==> config.mk <==
export PLATFORM = sky130hd
export DESIGN_NAME = oprs_reset_defaults
export DESIGN_NICKNAME = d
export VERILOG_FILES = /design/src/inc/oprs_pkg.sv /design/src/inc/oprs_sync_if.sv /design/src/oprs_pin_sync.sv /design/src/oprs_reset_defaults.sv
export VERILOG_INCLUDE_DIRS = /design/src /design/src/inc
export SDC_FILE = /design/constraint.sdc
export NUM_CORES = 1
export LEC_CHECK = 0
export BUFFER_PORTS_ARGS = -buffer_cell sky130_fd_sc_hd__buf_4
export CAP_MARGIN = 0
export CORE_MARGIN = 2
export CORE_UTILIZATION = 30
export DETAILED_ROUTE_END_ITERATION = 16
export SYNTH_ARGS = -nofsm -noshare
export SYNTH_HDL_FRONTEND = slang
export SYNTH_SLANG_ARGS = --single-unit
==> constraint.sdc <==
create_clock -name clk -period 1.5 [get_ports clk]
set_clock_uncertainty 0.05 [all_clocks]
set_input_delay 0.3 -clock clk [delete_from_list [all_inputs] [get_ports clk]]
set_output_delay 0.3 -clock clk [all_outputs]
set_load 0.05 [all_outputs]
==> src/inc/oprs_cfg.svh <==
`ifndef OPRS_CFG_SVH
`define OPRS_CFG_SVH

// ************************************************************
// Register offsets
// ************************************************************
`define OPRS_ADDR_CTRL 4'h0
`define OPRS_ADDR_CONTRAST 4'h1
`define OPRS_ADDR_START 4'h2
`define OPRS_ADDR_COLUMN 4'h3
`define OPRS_ADDR_STATUS 4'h4

// ************************************************************
// Control field positions
// ************************************************************
`define OPRS_CTRL_DISPLAY_ON 0
`define OPRS_CTRL_SEG_REMAP 1
`define OPRS_CTRL_COM_REMAP 2
`define OPRS_CTRL_COM_REVERSE 3

// ************************************************************
// Reset values
// ************************************************************
`define OPRS_RST_CONTRAST 8'h7F
`define OPRS_RST_START 7'h00
`define OPRS_RST_COLUMN 7'h00
`define OPRS_RST_FIRST_COL 7'h00
`define OPRS_RST_FIRST_ROW 7'h00
`define OPRS_RST_DISPLAY_ON 1'h0
`define OPRS_RST_SEG_REMAP 1'h0
`define OPRS_RST_COM_REMAP 1'h0
`define OPRS_RST_COM_REVERSE 1'h0
`define OPRS_RST_RDATA 8'h00

`endif

==> src/inc/oprs_pkg.sv <==
package oprs_pkg;
  // Display geometry modes; only one is supported after reset
  typedef enum logic [1:0] {
    OPRS_MODE_480X128 = 2'h1,
    OPRS_MODE_OTHER = 2'h2
  } oprs_mode_type;

  // Reset capture states
  typedef enum logic [1:0] {
    OPRS_ST_RESET = 2'h1,
    OPRS_ST_RUN = 2'h2
  } oprs_state_type;
endpackage

==> src/inc/oprs_sync_if.sv <==
interface oprs_sync_if;
  logic raw_in;
  logic clean_out;
  modport owner (output raw_in, input clean_out);
  modport sync (input raw_in, output clean_out);
endinterface

==> src/oprs_pin_sync.sv <==
module oprs_pin_sync (
  // Clock and reset
  input wire logic clk,
  input wire logic reset,
  // Pin path
  oprs_sync_if.sync port
);
  logic stage1;
  logic stage2;
  logic stage3;
  logic level;
  logic next_level;

  // Next filtered level once second and third stage agree
  always_comb begin
    next_level = level;
    if (stage2 == stage3) begin
      next_level = stage3;
    end
  end

  // Three flip-flop chain; reset holds the line at asserted-low
  always_ff @(posedge clk) begin
    if (reset) begin
      stage1 <= 1'h0;
      stage2 <= 1'h0;
      stage3 <= 1'h0;
      level <= 1'h0;
    end else begin
      stage1 <= port.raw_in;
      stage2 <= stage1;
      stage3 <= stage2;
      level <= next_level;
    end
  end

  assign port.clean_out = level;
endmodule

==> src/oprs_reset_defaults.sv <==
// Strobed register access and the address map are this design's own decisions.
`include "oprs_cfg.svh"

module oprs_reset_defaults
  import oprs_pkg::*;
(
  // Clock and reset
  input wire logic clk,
  input wire logic reset,
  // Hardware reset pin, active low, asynchronous to clk
  input wire logic hw_reset_low,
  // Register port
  input wire logic [3:0] reg_addr,
  input wire logic [7:0] reg_wdata,
  input wire logic reg_write,
  input wire logic reg_read,
  output logic [7:0] reg_rdata,
  // Display state
  output logic display_on,
  output oprs_mode_type display_mode,
  output logic seg_remap,
  output logic com_remap,
  output logic com_reverse,
  output logic [6:0] first_segment_driver,
  output logic [6:0] first_common_driver,
  output logic [6:0] start_line,
  output logic [6:0] column_addr,
  output logic [7:0] contrast,
  output logic in_reset
);

  // ************************************************************
  // Pin synchroniser
  // ************************************************************
  oprs_sync_if pin_if ();
  assign pin_if.raw_in = hw_reset_low;
  oprs_pin_sync u_sync (
    .clk(clk),
    .reset(reset),
    .port(pin_if.sync)
  );

  // ************************************************************
  // Register state
  // ************************************************************
  oprs_state_type state;
  oprs_state_type next_state;
  logic next_display_on;
  logic next_seg_remap;
  logic next_com_remap;
  logic next_com_reverse;
  logic [6:0] next_start_line;
  logic [6:0] next_column_addr;
  logic [7:0] next_contrast;
  logic [7:0] next_rdata;
  logic held;
  logic write_ok;

  // Synchronised pin seen low: the block is held in reset
  assign held = ~pin_if.clean_out;

  // Writes land only in run state while the pin is released
  assign write_ok = reg_write && (state == OPRS_ST_RUN) && !held;

  // Decoded read value for an address
  function automatic logic [7:0] read_mux(input logic [3:0] a);
    if (a == `OPRS_ADDR_CTRL) begin
      read_mux = {4'h0, com_reverse, com_remap, seg_remap, display_on};
    end else if (a == `OPRS_ADDR_CONTRAST) begin
      read_mux = contrast;
    end else if (a == `OPRS_ADDR_START) begin
      read_mux = {1'h0, start_line};
    end else if (a == `OPRS_ADDR_COLUMN) begin
      read_mux = {1'h0, column_addr};
    end else if (a == `OPRS_ADDR_STATUS) begin
      read_mux = {7'h00, state == OPRS_ST_RESET};
    end else begin
      read_mux = 8'h00;
    end
  endfunction

  // True when a landing write addresses the given register
  function automatic logic write_hit(input logic strobe, input logic [3:0] a, input logic [3:0] target);
    write_hit = strobe && (a == target);
  endfunction

  // ************************************************************
  // Reset capture state machine
  // ************************************************************
  // Next state: leave reset once the pin is seen released
  always_comb begin
    next_state = state;
    case (state)
      OPRS_ST_RESET: begin
        if (!held) begin
          next_state = OPRS_ST_RUN;
        end
      end
      OPRS_ST_RUN: begin
        if (held) begin
          next_state = OPRS_ST_RESET;
        end
      end
      default: begin
        next_state = OPRS_ST_RESET;
      end
    endcase
  end

  // Register the state
  always_ff @(posedge clk) begin
    if (reset) begin
      state <= OPRS_ST_RESET;
    end else begin
      state <= next_state;
    end
  end

  // ************************************************************
  // Control bits
  // ************************************************************
  // Next control bits: a held pin overrides any write
  always_comb begin
    next_display_on = display_on;
    next_seg_remap = seg_remap;
    next_com_remap = com_remap;
    next_com_reverse = com_reverse;
    if (held) begin
      next_display_on = `OPRS_RST_DISPLAY_ON;
      next_seg_remap = `OPRS_RST_SEG_REMAP;
      next_com_remap = `OPRS_RST_COM_REMAP;
      next_com_reverse = `OPRS_RST_COM_REVERSE;
    end else if (write_hit(write_ok, reg_addr, `OPRS_ADDR_CTRL)) begin
      next_display_on = reg_wdata[`OPRS_CTRL_DISPLAY_ON];
      next_seg_remap = reg_wdata[`OPRS_CTRL_SEG_REMAP];
      next_com_remap = reg_wdata[`OPRS_CTRL_COM_REMAP];
      next_com_reverse = reg_wdata[`OPRS_CTRL_COM_REVERSE];
    end
  end

  // Register the control bits
  always_ff @(posedge clk) begin
    if (reset) begin
      display_on <= `OPRS_RST_DISPLAY_ON;
      seg_remap <= `OPRS_RST_SEG_REMAP;
      com_remap <= `OPRS_RST_COM_REMAP;
      com_reverse <= `OPRS_RST_COM_REVERSE;
    end else begin
      display_on <= next_display_on;
      seg_remap <= next_seg_remap;
      com_remap <= next_com_remap;
      com_reverse <= next_com_reverse;
    end
  end

  // ************************************************************
  // Address pointers
  // ************************************************************
  // Next start line and column: defaults while held, else writes
  always_comb begin
    next_start_line = start_line;
    next_column_addr = column_addr;
    if (held) begin
      next_start_line = `OPRS_RST_START;
      next_column_addr = `OPRS_RST_COLUMN;
    end else if (write_hit(write_ok, reg_addr, `OPRS_ADDR_START)) begin
      next_start_line = reg_wdata[6:0];
    end else if (write_hit(write_ok, reg_addr, `OPRS_ADDR_COLUMN)) begin
      next_column_addr = reg_wdata[6:0];
    end
  end

  // Register the address pointers
  always_ff @(posedge clk) begin
    if (reset) begin
      start_line <= `OPRS_RST_START;
      column_addr <= `OPRS_RST_COLUMN;
    end else begin
      start_line <= next_start_line;
      column_addr <= next_column_addr;
    end
  end

  // ************************************************************
  // Contrast
  // ************************************************************
  // Next contrast: default value while held, else writes
  always_comb begin
    next_contrast = contrast;
    if (held) begin
      next_contrast = `OPRS_RST_CONTRAST;
    end else if (write_hit(write_ok, reg_addr, `OPRS_ADDR_CONTRAST)) begin
      next_contrast = reg_wdata;
    end
  end

  // Register the contrast
  always_ff @(posedge clk) begin
    if (reset) begin
      contrast <= `OPRS_RST_CONTRAST;
    end else begin
      contrast <= next_contrast;
    end
  end

  // ************************************************************
  // Read data
  // ************************************************************
  // Next read data: zero unless a read strobe stands
  always_comb begin
    next_rdata = `OPRS_RST_RDATA;
    if (reg_read) begin
      next_rdata = read_mux(reg_addr);
    end
  end

  // Register the read data, which stands for one cycle after each cycle of read strobe
  always_ff @(posedge clk) begin
    if (reset) begin
      reg_rdata <= `OPRS_RST_RDATA;
    end else begin
      reg_rdata <= next_rdata;
    end
  end

  // ************************************************************
  // Fixed outputs and reset status
  // ************************************************************
  // Fixed geometry and address mapping of the first drivers
  assign display_mode = OPRS_MODE_480X128;
  assign first_segment_driver = `OPRS_RST_FIRST_COL;
  assign first_common_driver = `OPRS_RST_FIRST_ROW;
  assign in_reset = (state == OPRS_ST_RESET);
endmodule

==> flow_summary.toml <==
[outcome]
outcome = "finished, final reports clean"

[setup_path]
path_max_fanout = 4
r2r_slack_ns = 0.09
critPathMaxStageDelay_ns = 0.37
rr_startpoint = "state[1]$_SDFFE_PP0P_"
end_kind = "primary output"
arrival_ns = 1.08
r2r_end = "com_remap$_SDFFE_PP0P_"
cp-start-kind = "flop"
reg2regPathDepth = 3
crit_required_ns = 1.15
cp_cell_sequence = "nor2b_2 > buf_4"
path_class = "reg2out"
crit_slowest_cell = "dfxtp_1"

[layout]
fin_nets = 262
drive_gt1_frac = 0.333
seqCellArea_um2 = 801
multi_input_area_um2 = 827
final_cells = 318
fillers = 559
area_delta_synth_final_pct = 33.5
num_antenna_cells = 0

[route]
num_vias = 1479
final_antenna_net_count = 0
wl_um = 4470
vias_per_cell = 4.65
drcViolationCount = 0
drt-initial-drc-count = 53
first_pass_iters = 6
wl_per_cell_um = 14.1

[yosys]
yosysWarnings = 0
yosysMostFrequentCell = "dfxtp_1"
ys_ff_latch = 40
netlist.area_leader.share = 0.460
synth_cells = 184
synthMuxAreaShare = 0.140
async_reset_ff_frac = 0
synth_top_family_by_area = "simple AND/OR/NAND/NOR gates"
synth_ff_type = "dfxtp_1"
yosysSeqAreaShare = 0.460
synth_compound_area_frac = 0.0914
syn_avg_cell_area_um2 = 9.45
yosys.area_share.simple = 0.201
synth_edf_count = 0
synth_common_cells = "dfxtp_1 (40), nand2_1 (29), mux2i_1 (21)"
synthTopCellsByArea = "dfxtp_1 (46%), mux2i_1 (12%), buf_4 (7.3%), nand2_1 (6.3%), nand3_1 (4.6%)"
synth.distinct_cells = 34
syn_area_um2 = 1740
synth_fa_ha_area_frac = 0
synth_top_area_cell = "dfxtp_1"
synthXorXnorAreaFrac = 0.00504

[clocking]
htree_levels = 2
clock_latency_ns = 0.29
clkTransAtPathRegs_ns = 0.08
numCtsBuffers = 5
clockBufferDepth = 2
post_cts_resize_count = 0
cts.sinks = 40
postCtsSetupBuffers = 0
clock-root-buffer = "clkbuf_8"
cts_tree = "yes"
cts_hold_buf = 0

[pwr]
p_per_area_nw_per_um2 = 929
irDropWorstVdd_mv = 0.420
p_leak_nw = 1.08

[global_routing]
grt_first_pass_wirelength_um = 7190
grt_util_all_layers = 0.147
grt_pass1_vias = 1474
grt_max_degree = 35
grt_overflow = 0
antenna_found_initial = 0

[min_path]
min_to = "u_sync.port.clean_out$_SDFFE_PP0N_"
whs_path_depth = 2
min-delay-start = "reset"
hp-class = "in2reg"

[floorplanning]
die_w_um = 80.1
die_area_um2 = 6420
core_area_um2 = 5540
num_rows = 27
start_util = 0.314
die_h_um = 80.1
io_pins = 68

[job]
maxCapViolCount = 0

[timing]
fmax_mhz = 698
timing.final.crit_share = 0.955
report.final.slew_viol_count = 0
hold_viol_final = 0
fin_hold_ws_ns = 0.160
tns_ns = 0
setup_violations = 0
min_period_ns = 1.43

[placed_design]
gp_congestion = 0.766
numPortBuffers = 51
place_hpwl_um = 3290
post-place-cells = 310
-- per-stage QoR --
stage	util	instance area, um2	setup slack [ns]	power [mW]
after floorplan	-	1790	0.154	1.27
after detailed placement	0.400	2210	0.00716	1.31
after CTS	0.419	2320	0.00527	2.18
after global placement	0.400	2210	-0.00696	1.31
final	0.419	2320	0.0668	2.16
after global routing	0.419	2320	-0.00902	2.24
-- registers in the layout, indices dropped and copies added (netlist names), 2 cells and up --
signal,count
contrast,8
start_line,7
reg_rdata,8
state,2
column_addr,7
-- where the power goes --
group / switching [mW] / leakage [nW] / total [mW] / internal (mW)
Combinational: 0.150 / 0.701 / 0.214 / 0.0642
Sequential: 0.00186 / 0.323 / 1.07 / 1.07
Clock: 0.380 / 0.0552 / 0.874 / 0.494
-- layout make-up --
class                           count  share of cell area
Clock buffer                        6              0.0312
Clock inverter                      2              0.0151
Inverter                            1             0.00162
Multi-Input combinational cell    133               0.356
Sequential cell                    40               0.345
Tap cell                           72              0.0388
Timing Repair Buffer               64               0.212
-- layer usage --
layer	vias to the layer above	global-route usage	share of wire
li1	730	-	-
met1	699	0.185	0.47
met2	46	0.234	0.46
met3	4	0.0472	0.062
met4	0	0.0508	0.0098
met5	-	0	0
-- critical path: cells and delay by family (launching register included) --
| kind | cells | cell delay, ns |
|---|---|---|
| AND/OR/NAND/NOR | 1 | 0.20 |
| buffers and inverters | 1 | 0.22 |
| flip-flops | 1 | 0.37 |
-- how the worst max path moves through the flow --
stage | startpoint | endpoint | slack, ns | cells past startpoint
after CTS | state[1]$_SDFFE_PP0P_ | com_remap$_SDFFE_PP0P_ | 0.005 | 3
after global routing | state[1]$_SDFFE_PP0P_ | seg_remap$_SDFFE_PP0P_ | -0.009 | 3
after global placement | reg_addr[1] | reg_rdata[2]$_SDFF_PP0_ | -0.007 | 4
after floorplan | state[0]$_SDFFE_PP1P_ | reg_rdata[0]$_SDFF_PP0_ | 0.15 | 3
after detailed placement | reg_addr[1] | contrast[7]$_SDFFE_PP0P_ | 0.007 | 4
final | state[0]$_SDFFE_PP1P_ | in_reset | 0.07 | 2
-- kinds of logic after synthesis --
logic type	Yosys count
compound gates	25
mux	24
buf+inv	25
flops	40
xor+xnor	1
other cells	2
simple gates	67
-- layout by cell type (no fill, tap or decap), types with 3 or more instances in the layout --
cell type  instances
buf_4             63
dfxtp_1           40
nand2_1           29
mux2i_1           21
nand3_1           16
conb_1            16
o21ai_1            7
nor2_1             5
nor2b_1            5
clkbuf_8           5
o22ai_1            3
a211oi_1           3
mux2_2             3
a22oi_1            3
(Power assumes the default switching activity.)
